--- src/core/wsir_consts.svh ---
// Constants for the working-register store, indirect store and reset executor
`ifndef WSIR_CONSTS_SVH
`define WSIR_CONSTS_SVH
`define WSIR_PTR_W 16
`define WSIR_FILE_MAX 7'h7F
`define WSIR_WIN0_ADDR 7'h00
`define WSIR_WIN1_ADDR 7'h01
`define WSIR_PTR0_LO_ADDR 7'h04
`define WSIR_PTR0_HI_ADDR 7'h05
`define WSIR_PTR1_LO_ADDR 7'h06
`define WSIR_PTR1_HI_ADDR 7'h07
`define WSIR_MODE_PREINC 2'h0
`define WSIR_MODE_PREDEC 2'h1
`define WSIR_MODE_POSTINC 2'h2
`define WSIR_MODE_POSTDEC 2'h3
`define WSIR_PTR_RESET 16'h0000
`define WSIR_FLAG_RESET 1'h1
`endif

--- src/core/wsir_pkg.sv ---
// Types shared by the store / reset executor
package wsir_pkg;
  // Instruction kinds handled by this block
  typedef enum logic [2:0] {
    OP_NONE       = 3'h0,
    OP_STORE_DIR  = 3'h1,
    OP_STORE_IND  = 3'h2,
    OP_STORE_OFS  = 3'h3,
    OP_NO_OPERATION = 3'h4,
    OP_SOFT_RESET = 3'h5
  } op_t;

  // Decoded instruction from the decoder
  typedef struct packed {
    logic valid;
    op_t op;
    logic [6:0] file_addr;
    logic ptr_sel;
    logic [1:0] pointer_mode_field;
    logic [5:0] offset;
    logic [7:0] w_value;
  } insn_t;

  // Data memory write request
  typedef struct packed {
    logic valid;
    logic [15:0] addr;
    logic [7:0] data;
  } mem_wr_t;
endpackage

--- src/core/w_store_indirect_reset_exec.sv ---
// Execution of direct/indirect W stores, no-operation and software reset
`timescale 1ns/1ps
`include "wsir_consts.svh"

module w_store_indirect_reset_exec #(
  parameter int PTR_W = `WSIR_PTR_W
) (
  // Clock and reset
  input wire logic clk,
  input wire logic sys_rst,
  // Decoded instruction
  input wire wsir_pkg::insn_t insn,
  // Software write of the reset-instruction flag
  input wire logic flag_set,
  // Data memory write
  output wsir_pkg::mem_wr_t mem_wr,
  // Pointer contents
  output logic [PTR_W-1:0] ptr0,
  output logic [PTR_W-1:0] ptr1,
  // Status and control outputs
  output logic reset_instruction_flag,
  output logic dev_reset_req,
  output logic retire
);
  import wsir_pkg::*;

  // Registered state
  logic [PTR_W-1:0] ptr_q [2]; // Both file-select pointers
  logic [PTR_W-1:0] ptr_d [2];
  mem_wr_t mem_wr_q, mem_wr_d; // Write issued last cycle
  logic soft_rst_q, soft_rst_d; // One-cycle device reset pulse
  logic flag_q, flag_d; // Reset-instruction flag
  logic retire_q, retire_d; // Instruction completed

  // Instruction taken: ignored while the device reset pulse is out
  logic take;
  logic [PTR_W-1:0] sel_ptr; // Pointer named by the instruction
  logic [PTR_W-1:0] ofs_ext; // Sign-extended offset
  assign take = insn.valid && !soft_rst_q;
  assign sel_ptr = ptr_q[insn.ptr_sel];
  assign ofs_ext = {{(PTR_W-6){insn.offset[5]}}, insn.offset};

  // Effective address and write request
  always_comb begin
    mem_wr_d = '0;
    mem_wr_d.data = insn.w_value;
    if (take) begin
      unique case (insn.op)
        OP_STORE_DIR: begin
          mem_wr_d.valid = 1'b1;
          // Window addresses own no storage; redirect through pointer
          if (insn.file_addr == `WSIR_WIN0_ADDR) begin
            mem_wr_d.addr = ptr_q[0];
          end else if (insn.file_addr == `WSIR_WIN1_ADDR) begin
            mem_wr_d.addr = ptr_q[1];
          end else begin
            mem_wr_d.addr = {{(PTR_W-7){1'b0}}, insn.file_addr};
          end
        end
        OP_STORE_IND: begin
          mem_wr_d.valid = 1'b1;
          unique case (insn.pointer_mode_field)
            `WSIR_MODE_PREINC: mem_wr_d.addr = sel_ptr + 16'h0001;
            `WSIR_MODE_PREDEC: mem_wr_d.addr = sel_ptr - 16'h0001;
            default: mem_wr_d.addr = sel_ptr;
          endcase
        end
        OP_STORE_OFS: begin
          mem_wr_d.valid = 1'b1;
          mem_wr_d.addr = sel_ptr + ofs_ext;
        end
        default: begin
          // No-operation and reset write nothing
          mem_wr_d.valid = 1'b0;
        end
      endcase
    end
  end

  // Write request register
  always_ff @(posedge clk) begin
    if (sys_rst) begin
      mem_wr_q <= '0;
    end else begin
      mem_wr_q <= mem_wr_d;
    end
  end

  // Per-pointer update; an indirect store moves only the selected pointer
  for (genvar i = 0; i < 2; i++) begin : g_ptr
    logic hit; // This pointer is the one named
    logic [6:0] lo_addr; // Direct-store address of low byte
    logic [6:0] hi_addr; // Direct-store address of high byte
    assign hit = (insn.ptr_sel == 1'(i));
    assign lo_addr = (i == 0) ? `WSIR_PTR0_LO_ADDR : `WSIR_PTR1_LO_ADDR;
    assign hi_addr = (i == 0) ? `WSIR_PTR0_HI_ADDR : `WSIR_PTR1_HI_ADDR;

    // Next pointer value
    always_comb begin
      ptr_d[i] = ptr_q[i];
      if (soft_rst_q) begin
        ptr_d[i] = `WSIR_PTR_RESET;
      end else if (take && insn.op == OP_STORE_IND && hit) begin
        // Wrap is natural modulo 2^16; no status bit is produced
        if (insn.pointer_mode_field[0]) begin
          ptr_d[i] = ptr_q[i] - 16'h0001;
        end else begin
          ptr_d[i] = ptr_q[i] + 16'h0001;
        end
      end else if (take && insn.op == OP_STORE_DIR) begin
        // Pointer bytes are themselves file registers
        if (insn.file_addr == lo_addr) begin
          ptr_d[i][7:0] = insn.w_value;
        end else if (insn.file_addr == hi_addr) begin
          ptr_d[i][15:8] = insn.w_value;
        end
      end
    end

    // Pointer register
    always_ff @(posedge clk) begin
      if (sys_rst) begin
        ptr_q[i] <= `WSIR_PTR_RESET;
      end else begin
        ptr_q[i] <= ptr_d[i];
      end
    end
  end

  // Reset pulse, flag and retire
  always_comb begin
    soft_rst_d = take && insn.op == OP_SOFT_RESET;
    retire_d = take && insn.op != OP_NONE;
    flag_d = flag_q;
    // Clearing wins: the cause must be visible after the reset
    if (soft_rst_d) begin
      flag_d = 1'b0;
    end else if (flag_set) begin
      flag_d = 1'b1;
    end
  end

  // Flag survives the device reset it causes; only sys_rst presets it
  always_ff @(posedge clk) begin
    if (sys_rst) begin
      soft_rst_q <= 1'b0;
      retire_q <= 1'b0;
      flag_q <= `WSIR_FLAG_RESET;
    end else begin
      soft_rst_q <= soft_rst_d;
      retire_q <= retire_d;
      flag_q <= flag_d;
    end
  end

  // Outputs
  assign mem_wr = mem_wr_q;
  assign ptr0 = ptr_q[0];
  assign ptr1 = ptr_q[1];
  assign reset_instruction_flag = flag_q;
  assign dev_reset_req = soft_rst_q;
  assign retire = retire_q;

  // Helper views for checks
  logic is_dir, is_ind, is_ofs, is_noop, is_rst;
  assign is_dir = take && insn.op == OP_STORE_DIR;
  assign is_ind = take && insn.op == OP_STORE_IND;
  assign is_ofs = take && insn.op == OP_STORE_OFS;
  assign is_noop = take && insn.op == OP_NO_OPERATION;
  assign is_rst = take && insn.op == OP_SOFT_RESET;
  logic [6:0] faddr;
  logic [7:0] wval;
  logic [1:0] pmode;
  logic psel;
  assign faddr = insn.file_addr;
  assign wval = insn.w_value;
  assign pmode = insn.pointer_mode_field;
  assign psel = insn.ptr_sel;
endmodule // w_store_indirect_reset_exec

--- config.mk ---
export PLATFORM = sky130hd
export DESIGN_NAME = w_store_indirect_reset_exec
export DESIGN_NICKNAME = d
export VERILOG_FILES = /design/src/core/wsir_pkg.sv /design/src/core/w_store_indirect_reset_exec.sv
export VERILOG_INCLUDE_DIRS = /design/src /design/src/core
export SDC_FILE = /design/constraint.sdc
export NUM_CORES = 1
export LEC_CHECK = 0
export ABC_CLOCK_PERIOD_IN_PS = 7720
export BUFFER_PORTS_ARGS = -buffer_cell sky130_fd_sc_hd__buf_2
export CORE_MARGIN = 4
export CORE_UTILIZATION = 40
export DETAILED_ROUTE_END_ITERATION = 7
export MAX_ROUTING_LAYER = met4
export PLACE_DENSITY = 0.64
export SLEW_MARGIN = 10
export SYNTH_ARGS = -nofsm -noshare
export SYNTH_HDL_FRONTEND = slang
export SYNTH_SLANG_ARGS = --single-unit
--- constraint.sdc ---
create_clock -name clk -period 7.72 [get_ports clk]
set_input_delay 0.772 -clock clk [delete_from_list [all_inputs] [get_ports clk]]
set_output_delay 0.772 -clock clk [all_outputs]
set_load 0.01 [all_outputs]
==> impl_metrics.py, run 1 <==
metrics = {
    "cts": {
        "cts_setup_buffers": 0,
        "cts_sinks": 60,
        "cts-htree-levels": 3,
        "cts_tree": "built",
        "cts_root_buf": "clkbuf_16",
        "cts_buffers": 9,
        "cts_hold_buf": 0,
        "insertion_delay_ns": 0.34,
        "postCtsResizedCells": 0,
        "cts_buffer_depth": 2,
        "path_clk_slew_ns": 0.06,
    },
    "die": {
        "coreArea_sq_um": 13900,
        "die_h_um": 127,
        "ios": 91,
        "die_area_sq_um": 16200,
        "die_x_um": 127,
        "rows": 43,
        "start_util": 0.409,
    },
    "synth": {
        "synthesis.nets": 795,
        "synth_seq_area_share": 0.211,
        "syn_area_per_cell_sq_um": 8.01,
        "yosys_warnings": 0,
        "yosysUniqueCellTypes": 74,
        "synth-seq-cells": 60,
        "synth_edf_count": 0,
        "synthFlopType": "dfxtp_1",
        "synthCells": 711,
        "synthesis.area_sq_um": 5700,
        "synthArstFlopShare": 0,
    },
    "power_and_ir_drop": {
        "total_power_mw": 0.915,
        "max-vdd-ir-drop_v": 0.0000943,
        "powerDensity_nw_per_um2": 139,
        "p_leak_nw": 3.05,
    },
    "finish": {
        "fin_area_sq_um": 6580,
        "syn_to_final_growth_pct": 15.5,
        "antenna_cells": 0,
        "nets": 872,
        "drive_gt1_frac": 0.179,
    },
    "setup_path": {
        "slowest_stage": "buf_2",
        "path_delay_family": "compound AO/OA/AOI/OAI gates",
        "path_cells": "buf_2 > mux2i_1 > inv_1 > ha_1 > a21o_1 > a21oi_1 > o21ai_1 > a311oi_1 > o21bai_1 > a21oi_1 > nor2_1 > nor4_1 > o32ai_1 > a211o_1",
        "crit_cells": 14,
        "ff2ff_setup_slack_ns": 4.21,
        "endpoint_kind": "register",
        "crit_top_cell": "a21oi_1",
        "path_class": "in -> reg",
        "path_max_fanout": 32,
        "timing.rr.start": "ptr_q[1][1]",
        "crit_arrival_ns": 4.35,
        "cp-startpoint": "insn[16]",
        "cpPeakStageDelay_ns": 0.51,
        "r2r-end": "mem_wr[21]",
        "reg2regPathDepth": 13,
        "start_kind": "input pin",
        "worstPathRequired_ns": 7.95,
        "crit_buf_inv": 2,
        "cp-endpoint": "mem_wr[21]",
    },
    "sta": {
        "hold_viol_final": 0,
        "fmax_mhz": 243,
        "slew_headroom": 0.353,
        "finalSetupViolations": 0,
        "finClkSkew_ns": 0.00742,
        "slew_violations": 0,
        "tns_ns": 0,
        "worstMarginPinSlew_ns": 0.968,
        "min_period_ns": 4.12,
        "period_share": 0.534,
        "rsz0062_at_grt": "no",
    },
    "placement": {
        "dp_hpwl_mm": 13.5,
        "port_buffers": 90,
        "place_congestion": 0.922,
        "placed_area_sq_um": 6280,
    },
    "drt": {
        "viasPerCell": 5.82,
        "vias": 5659,
        "final_antenna_net_count": 0,
        "detail_route.wl_per_cell_um": 17.9,
        "remaining_drc_errors": 0,
        "detail_route.first_pass.iterations": 5,
        "drt_wl_total_mm": 17.4,
        "drt_iter0_markers": 492,
    },
    "global_routing": {
        "grt_pass1_vias": 5327,
        "grt_max_degree": 43,
        "antenna_found_initial": 0,
        "grt_first_pass_wirelength_mm": 28.0,
        "track_usage": 0.220,
        "grt_overflow_total": 0,
    },
    "hold_path": {
        "hold_class": "reg -> reg",
        "worstHoldPathCells": 2,
    },
    "outcome": {
        "status": "finished, final reports clean",
    },
    "run": {
        "max-cap-violations": 0,
    },
}
==> per-layer routing <==
metal,global-route usage,part of all wire,vias up
met4,0.0713,0.025,0
met1,0.300,0.47,2615
met5,-,0,-
li1,-,-,2799
met3,0.0280,0.069,35
met2,0.340,0.43,210
==> how the worst min path moves through the flow <==
stage                           startpoint                      to  slack [ns]
detailed placement  reset_instruction_flag  reset_instruction_flag        0.48
floorplan                      ptr_q[1][0]             ptr_q[1][0]        0.53
CTS                 reset_instruction_flag  reset_instruction_flag        0.50
finish              reset_instruction_flag  reset_instruction_flag        0.50
global route        reset_instruction_flag  reset_instruction_flag        0.52
global placement    reset_instruction_flag  reset_instruction_flag        0.48
==> worst min-delay path, delay by kind of cell, from the launching register on <==
kind | cells | cell delay (ns)
compound gates | 1 | 0.09
flops | 1 | 0.32
simple gates | 1 | 0.06
==> power breakdown <==
group	internal, mW	switching, mW	total (mW)
combinational	0.0712	0.104	0.175
sequential	0.317	0.00858	0.326
clock	0.258	0.156	0.414
==> sequential cells by signal, summed over array words and instances, names as in the netlist <==
name,flops
dev_reset_req,1
ptr_q,32
reset_instruction_flag,1
mem_wr,25
retire,1
==> kinds of logic after synthesis <==
kind of cell    after synthesis  synth area share
compound gates              201             0.236
flops                        60             0.211
fa+ha+maj                    53             0.120
buf+inv                      56            0.0406
simple gates                228             0.203
mux                          60             0.108
xor+xnor                     53            0.0815
==> final cells by class <==
cell class,instances,area [sq um]
Clock buffer,10,239
Clock inverter,6,63.8
Fill cell,1392,7350
Inverter,27,101
Multi-Input combinational cell,595,4270
Sequential cell,60,1200
Tap cell,180,225
Timing Repair Buffer,95,488
==> Yosys cell counts (5+ instances only) <==
cell type | n | area (sq um)
o21ai_0 | 24 | 120
a31oi_1 | 6 | 37.5
o21a_1 | 9 | 67.6
clkbuf_1 | 22 | 82.6
nand4_1 | 7 | 43.8
mux2i_1 | 47 | 470
nor3_1 | 24 | 120
a21o_1 | 10 | 75.1
xnor2_1 | 41 | 359
xor2_1 | 12 | 105
and3_1 | 5 | 31.3
o22ai_1 | 10 | 62.6
nor2_1 | 76 | 285
a21oi_1 | 65 | 325
a211oi_1 | 29 | 218
a2111oi_0 | 5 | 43.8
nor2b_1 | 17 | 106
o211ai_1 | 5 | 37.5
dfxtp_1 | 60 | 1200
inv_1 | 24 | 90.1
or3_1 | 12 | 75.1
mux2_2 | 13 | 146
ha_1 | 50 | 626
nand3_1 | 18 | 90.1
nand2_1 | 37 | 139
o31ai_1 | 5 | 37.5
==> cell usage in the layout, fill, tap and decap left out, types with 3 or more instances in the layout <==
cell and instances:
a211o_1 3, o21a_1 9, ha_1 50, nor2_1 76, nor2b_1 17, xor2_1 12, dfxtp_1 60, or4_1 4
o31ai_1 5, inv_1 24, o21ai_1 4, a2111oi_0 5, o22ai_1 10, mux2_2 13, nor3_1 24, nand3_1 18
nand2b_1 4, mux2i_1 47, and2_1 3, fa_1 3, xnor2_1 41, o21ai_0 24, clkbuf_16 9, nand2_1 37
a21oi_1 65, buf_4 5, nor4_1 4, nand4_1 7, a31oi_1 6, o211ai_1 5, and3_1 5, buf_2 90
a21o_1 10, or3_1 12, a211oi_1 29
==> per-stage QoR <==
stage / hold WS, ns / instances / utilization / worst slack [ns]
floorplan: 0.528 / 711 / - / 4.04
global placement: 0.477 / 957 / 0.451 / 3.41
detailed placement: 0.483 / 957 / 0.451 / 3.30
CTS: 0.496 / 973 / 0.472 / 3.64
global route: 0.519 / 973 / 0.472 / 3.29
finish: 0.496 / 973 / 0.472 / 3.60
(Power assumes the default switching activity.)
==> run 2, diff against run 1 <==
--- a/config.mk
+++ b/config.mk
@@ -6,13 +6,13 @@
 export SDC_FILE = /design/constraint.sdc
 export NUM_CORES = 1
 export LEC_CHECK = 0
-export ABC_CLOCK_PERIOD_IN_PS = 7720
+export ABC_CLOCK_PERIOD_IN_PS = 3400
 export BUFFER_PORTS_ARGS = -buffer_cell sky130_fd_sc_hd__buf_2
 export CORE_MARGIN = 4
 export CORE_UTILIZATION = 40
 export DETAILED_ROUTE_END_ITERATION = 7
 export MAX_ROUTING_LAYER = met4
-export PLACE_DENSITY = 0.64
+export PLACE_DENSITY = 0.66
 export SLEW_MARGIN = 10
 export SYNTH_ARGS = -nofsm -noshare
 export SYNTH_HDL_FRONTEND = slang
==> constraint.sdc (replaced) <==
create_clock -name clk -period 3.4 [get_ports clk]
set_input_delay 0.34 -clock clk [delete_from_list [all_inputs] [get_ports clk]]
set_output_delay 0.34 -clock clk [all_outputs]
set_load 0.01 [all_outputs]
==> run 2 against run 1 <==
  * Worst setup slack worse by 3.4 ns
  * Sequential share of layout area down 1.0 points
  * Cell area is 5.8% higher
  * Sequential cell count unchanged
==> impl_metrics.py, run 2 (synthesis results as in run 1) <==
metrics = {
    "outcome": {
        "status": "finished, final reports clean",
    },
    "setup_path": {
        "cpPeakStageDelay_ns": 0.43,
        "worstPathRequired_ns": 3.62,
        "crit_arrival_ns": 3.39,
        "start_kind": "register",
        "path_class": "reg -> reg",
        "crit_buf_inv": 2,
        "endpoint_kind": "register",
        "path_max_fanout": 4,
        "path_delay_family": "compound AO/OA/AOI/OAI gates",
        "slowest_stage": "fa_1",
        "path_cells": "inv_2 > o21a_1 > inv_2 > ha_1 > fa_1 > a21oi_1 > o211ai_1 > a31oi_2 > nor2b_1 > o21a_1 > o41a_1 > xor2_1 > a222oi_1 > a21oi_1",
    },
    "placement": {
        "dp_slack_ns": 0.0239,
        "port_buffers": 90,
        "place_congestion": 0.983,
        "numPlacedInstances": 1001,
        "dp_hpwl_mm": 14.3,
    },
    "global_routing": {
        "grt_pass1_vias": 5164,
        "grt_first_pass_wirelength_mm": 27.9,
        "grt_overflow_total": 0,
        "antenna_found_initial": 0,
        "grt_max_degree": 31,
        "track_usage": 0.226,
    },
    "sta": {
        "min_period_ns": 3.17,
        "hold_viol_final": 0,
        "finalSetupViolations": 0,
        "period_share": 0.933,
        "slew_headroom": 0.475,
        "worstMarginPinSlew_ns": 0.788,
        "finClkSkew_ns": 0.00803,
        "tns_ns": 0,
        "slew_violations": 0,
        "rsz0062_at_grt": "no",
        "finalWorstSetupSlack_ns": 0.228,
        "fmax_mhz": 315,
    },
    "cts": {
        "cts_tree": "built",
        "cts-htree-levels": 3,
        "cts_sinks": 60,
        "cts_buffer_depth": 2,
        "cts_hold_buf": 0,
        "cts_buffers": 9,
        "path_clk_slew_ns": 0.06,
        "cts_root_buf": "clkbuf_16",
        "insertion_delay_ns": 0.34,
    },
    "die": {
        "die_h_um": 127,
        "start_util": 0.409,
        "die_x_um": 127,
        "die_area_sq_um": 16200,
        "rows": 43,
        "ios": 91,
        "coreArea_sq_um": 13900,
    },
    "drt": {
        "vias": 5805,
        "detail_route.first_pass.iterations": 5,
        "drt_iter0_markers": 454,
        "detail_route.wl_per_cell_um": 17.9,
        "viasPerCell": 5.70,
        "drt_wl_total_mm": 18.3,
        "final_antenna_net_count": 0,
        "remaining_drc_errors": 0,
    },
    "finish": {
        "nets": 918,
        "largest_reg_flops": 32,
        "antenna_cells": 0,
        "largest_register": "ptr_q",
        "syn_to_final_growth_pct": 22.2,
        "stdcell_count": 1019,
        "drive_gt1_frac": 0.226,
        "final_common_cell": "buf_2",
        "layout_common_cells": "buf_2 (90), nor2_1 (76), a21oi_1 (65)",
    },
    "run": {
        "max-cap-violations": 0,
    },
    "power_and_ir_drop": {
        "max-vdd-ir-drop_v": 0.000257,
        "powerDensity_nw_per_um2": 313,
        "p_leak_nw": 3.29,
    },
    "hold_path": {
        "hold_class": "in -> reg",
    },
}
-- run 2: cell types whose count changed in the layout (fill, tap and decap cells not counted), sizes merged --
cell      delta
clkinv       -1
clkinvlp     -1
bufinv       +1
buf         +46
inv          +1
-- run 2: routing by layer --
| layer | track usage | up-vias | share of wire |
|---|---|---|---|
| li1 | - | 2895 | - |
| met1 | 0.308 | 2709 | 0.47 |
| met2 | 0.351 | 181 | 0.46 |
| met3 | 0.0414 | 20 | 0.054 |
| met4 | 0.0467 | 0 | 0.013 |
| met5 | - | - | 0 |
-- run 2: power by group --
part	internal (mW)	switching, mW
logic	0.181	0.252
clock network	0.661	0.351
registers	0.720	0.0127
total	1.56	0.616
-- run 2: final timing paths --
kind                          startpoint  slack [ns]  cells past startpoint                      to
hold / removal                  flag_set        0.24                      3  reset_instruction_flag
hold reg to reg   reset_instruction_flag        0.50                      2  reset_instruction_flag
setup / recovery             ptr_q[0][0]        0.23                     14              mem_wr[20]
setup reg to reg             ptr_q[0][0]        0.23                     14              mem_wr[20]
-- run 2: timing repair --
action	CTS	global route
gates resized for setup	0	2
setup endpoints to repair	0	3
setup buffers	0	2
-- run 2: stage by stage --
stage                util  hold slack (ns)  cell area, sq um  total power, mW
finish              0.500            0.237              6960             2.18
detailed placement  0.474            0.487              6610             1.17
CTS                 0.498            0.225              6940             2.19
floorplan               -            0.460              5700             1.03
global placement    0.474            0.476              6610             1.17
global route        0.500            0.235              6960             2.27
-- run 2: worst register-to-register path, stage by stage (launching register included) --
cell,delay (ns)
dfxtp_1,0.35
inv_2,0.09
o21a_1,0.15
inv_2,0.04
ha_1,0.21
fa_1,0.43
a21oi_1,0.23
o211ai_1,0.16
a31oi_2,0.23
nor2b_1,0.07
o21a_1,0.18
o41a_1,0.37
xor2_1,0.16
a222oi_1,0.28
a21oi_1,0.11
-- run 2: final cells by class --
class                      count  area (sq um)
clock buffer                  10           239
clock inverter                 6          86.3
fill                        1376          6970
inverter                      27           101
multi-input combinational    595          4280
sequential                    60          1200
tap                          180           225
timing repair buffer         141           833
==> run 3, diff against run 2 <==
--- a/config.mk
+++ b/config.mk
@@ -6,6 +6,7 @@
 export SDC_FILE = /design/constraint.sdc
 export NUM_CORES = 1
 export LEC_CHECK = 0
+export ABC_AREA = 1
 export ABC_CLOCK_PERIOD_IN_PS = 3400
 export BUFFER_PORTS_ARGS = -buffer_cell sky130_fd_sc_hd__buf_2
 export CORE_MARGIN = 4
==> run 3 against run 2 <==
  * Sequential power is 0.5% higher
  * Clock skew shrank 0.0012 ns
  * Synthesized area is 7.9% higher
  * Register-to-register slack improved by 0.46 ns
  * Synthesized cell count grew 40%
  * Sequential cell count did not move
  * Critical endpoint is now mem_wr[21]
  * Cell area increased by 2.7%
  * Wire length up 18%
==> impl_metrics.py, run 3 <==
metrics = {
    "setup_path": {
        "crit_arrival_ns": 2.95,
        "worstPathRequired_ns": 3.64,
        "path_max_fanout": 5,
        "ff2ff_setup_slack_ns": 0.69,
        "endpoint_kind": "register",
        "timing.rr.start": "ptr_q[0][0]",
        "start_kind": "register",
        "path_class": "reg -> reg",
        "reg2regPathDepth": 15,
        "r2r-end": "mem_wr[21]",
    },
    "finish": {
        "final_common_cell": "nand2_1",
        "multi_input_area_sq_um": 4310,
        "largest_reg_flops": 32,
        "fillers": 1621,
        "nets": 1177,
        "drive_gt1_frac": 0.176,
        "largest_register": "ptr_q",
        "syn_to_final_growth_pct": 16.4,
        "layout_common_cells": "nand2_1 (237), inv_1 (126), buf_2 (90)",
        "antenna_cells": 0,
        "register_area_sq_um": 1200,
    },
    "drt": {
        "remaining_drc_errors": 0,
        "final_antenna_net_count": 0,
        "dr_wl_met2_mm": 10.0,
        "detail_route.wl_per_cell_um": 16.9,
        "wl_met1_mm": 9.51,
        "vias": 7082,
        "drt_iter0_markers": 610,
        "met3WireLength_mm": 1.40,
        "drt_wl_total_mm": 21.7,
        "viasPerCell": 5.51,
        "topRoutingLayerUsed": "met4",
        "detail_route.first_pass.iterations": 5,
    },
    "outcome": {
        "status": "finished, final reports clean",
    },
    "synth": {
        "synthFlopType": "dfxtp_1",
        "synth_top_area_frac": 0.195,
        "yosysMostFrequentCell": "nand2_1",
        "synth-seq-cells": 60,
        "synth_xor_area_frac": 0.0199,
        "synth_commonest_cells": "nand2_1 (237), inv_1 (126), a21oi_1 (84)",
        "synth_top_area_cell": "dfxtp_1",
        "yosys.area_share.simple": 0.342,
        "yosys_warnings": 0,
        "synthArstFlopShare": 0,
        "yosysUniqueCellTypes": 45,
        "yosys-mux-area-fraction": 0,
        "synth_seq_area_share": 0.195,
        "synth_edf_count": 0,
        "synthCells": 993,
        "synth_compound_area_frac": 0.227,
        "syn_area_per_cell_sq_um": 6.19,
        "synthesis.nets": 1077,
        "synth_adder_area_share": 0.111,
        "synthTopCellsByArea": "dfxtp_1 (20%), nand2_1 (14%), ha_1 (10%), inv_1 (7.7%), a21oi_1 (6.8%)",
        "synthesis.area_sq_um": 6150,
        "synth_top_family_by_area": "simple AND/OR/NAND/NOR gates",
    },
    "power_and_ir_drop": {
        "max-vdd-ir-drop_v": 0.000234,
        "total_power_mw": 2.09,
        "powerDensity_nw_per_um2": 292,
        "p_leak_nw": 3.73,
        "p_clk_frac": 0.441,
        "switching_power_mw": 0.644,
        "sequentialPowerShare": 0.352,
        "combinationalPowerShare": 0.207,
        "swShare": 0.308,
        "internal_power_mw": 1.45,
    },
    "global_routing": {
        "grt_pass1_vias": 6643,
        "grt_max_degree": 25,
        "antenna_found_initial": 0,
        "grt_first_pass_wirelength_mm": 34.7,
        "track_usage": 0.255,
        "grt_overflow_total": 0,
    },
    "placement": {
        "dp_hpwl_mm": 17.5,
        "place_congestion": 1.01,
        "port_buffers": 90,
    },
    "run": {
        "max-cap-violations": 0,
    },
    "sta": {
        "fmax_mhz": 369,
        "slew_violations": 0,
        "period_share": 0.797,
        "hold_viol_final": 0,
        "finClkSkew_ns": 0.00686,
        "tns_ns": 0,
        "min_period_ns": 2.71,
        "worstMarginPinSlew_ns": 0.650,
        "finalSetupViolations": 0,
        "slew_headroom": 0.562,
        "rsz0062_at_grt": "no",
    },
    "cts": {
        "cts_sinks": 60,
        "path_clk_slew_ns": 0.05,
        "cts_buffers": 9,
        "cts_hold_buf": 0,
        "postCtsResizedCells": 0,
        "cts_setup_buffers": 0,
        "cts_buffer_depth": 2,
        "cts-htree-levels": 3,
        "cts_root_buf": "clkbuf_16",
        "cts_tree": "built",
        "insertion_delay_ns": 0.34,
    },
    "die": {
        "ios": 91,
        "die_x_um": 132,
        "die_area_sq_um": 17400,
        "start_util": 0.406,
        "coreArea_sq_um": 15100,
        "die_h_um": 132,
        "rows": 45,
    },
    "hold_path": {
        "hold_end": "reset_instruction_flag",
        "hp-start": "flag_set",
        "worstHoldPathCells": 3,
        "hold_class": "in -> reg",
    },
}
## run 3: kinds of logic after synthesis
family                   Yosys count
adder cells (fa/ha/maj)           53
flip-flops                        60
buffers and inverters            159
AND/OR/NAND/NOR                  461
AO/OA/AOI/OAI                    246
XOR/XNOR                          14
## run 3: how the worst max path moves through the flow
stage | from | to | slack (ns) | cells past startpoint
5_1_grt | ptr_q[0][6] | mem_wr[23] | 0.42 | 13
4_1_cts | ptr_q[0][0] | mem_wr[21] | 0.74 | 15
2_1_floorplan | insn[16] | mem_wr[23] | 1.09 | 14
3_5_place_dp | insn[16] | mem_wr[21] | 0.50 | 17
3_3_place_gp | insn[16] | mem_wr[21] | 0.62 | 17
6_report | ptr_q[0][0] | mem_wr[21] | 0.69 | 15
## run 3: metal layers
layer  up-vias  global-route usage
li1       3540                   -
met1      3214               0.326
met2       285               0.404
met3        43              0.0363
met4         0               0.106
met5         -                   -
## run 3: through the flow
stage	util	setup WS, ns	cell area (sq um)	hold slack (ns)	cells
after floorplan	-	1.09	6150	0.447	993
after global placement	0.453	0.624	6860	0.462	1270
after detailed placement	0.453	0.502	6860	0.469	1270
after CTS	0.472	0.738	7160	0.208	1285
after global routing	0.472	0.420	7160	0.239	1285
final	0.472	0.690	7160	0.213	1285
## run 3: power by group through the flow
stage               Sequential, mW  Combinational [mW]  Clock, mW
finish                       0.736               0.433      0.920
global route                 0.737               0.483      0.969
CTS                          0.735               0.428      0.935
detailed placement           0.750               0.427          0
global placement             0.750               0.424          0
floorplan                    0.755               0.277          0
## run 3: layout make-up
| cell class | instances | share of cell area |
|---|---|---|
| multi-input combinational | 774 | 0.602 |
| clock buffer | 11 | 0.0339 |
| clock inverter | 4 | 0.00699 |
| timing repair buffer | 109 | 0.0829 |
| tap | 188 | 0.0329 |
| sequential | 60 | 0.168 |
| inverter | 139 | 0.0733 |
## run 3: critical path, stage by stage, from the launching register on
cell and delay, ns:
dfxtp_1 0.40, inv_1 0.15, o21ai_2 0.27, ha_1 0.26, nand3_1 0.09, nand2_1 0.13, inv_1 0.05, o21ai_0 0.32
nand2_1 0.09, nand2_1 0.15, a21oi_1 0.09, or2_2 0.27, nand3_1 0.11, nand3_1 0.09, nand2_1 0.06, inv_1 0.04
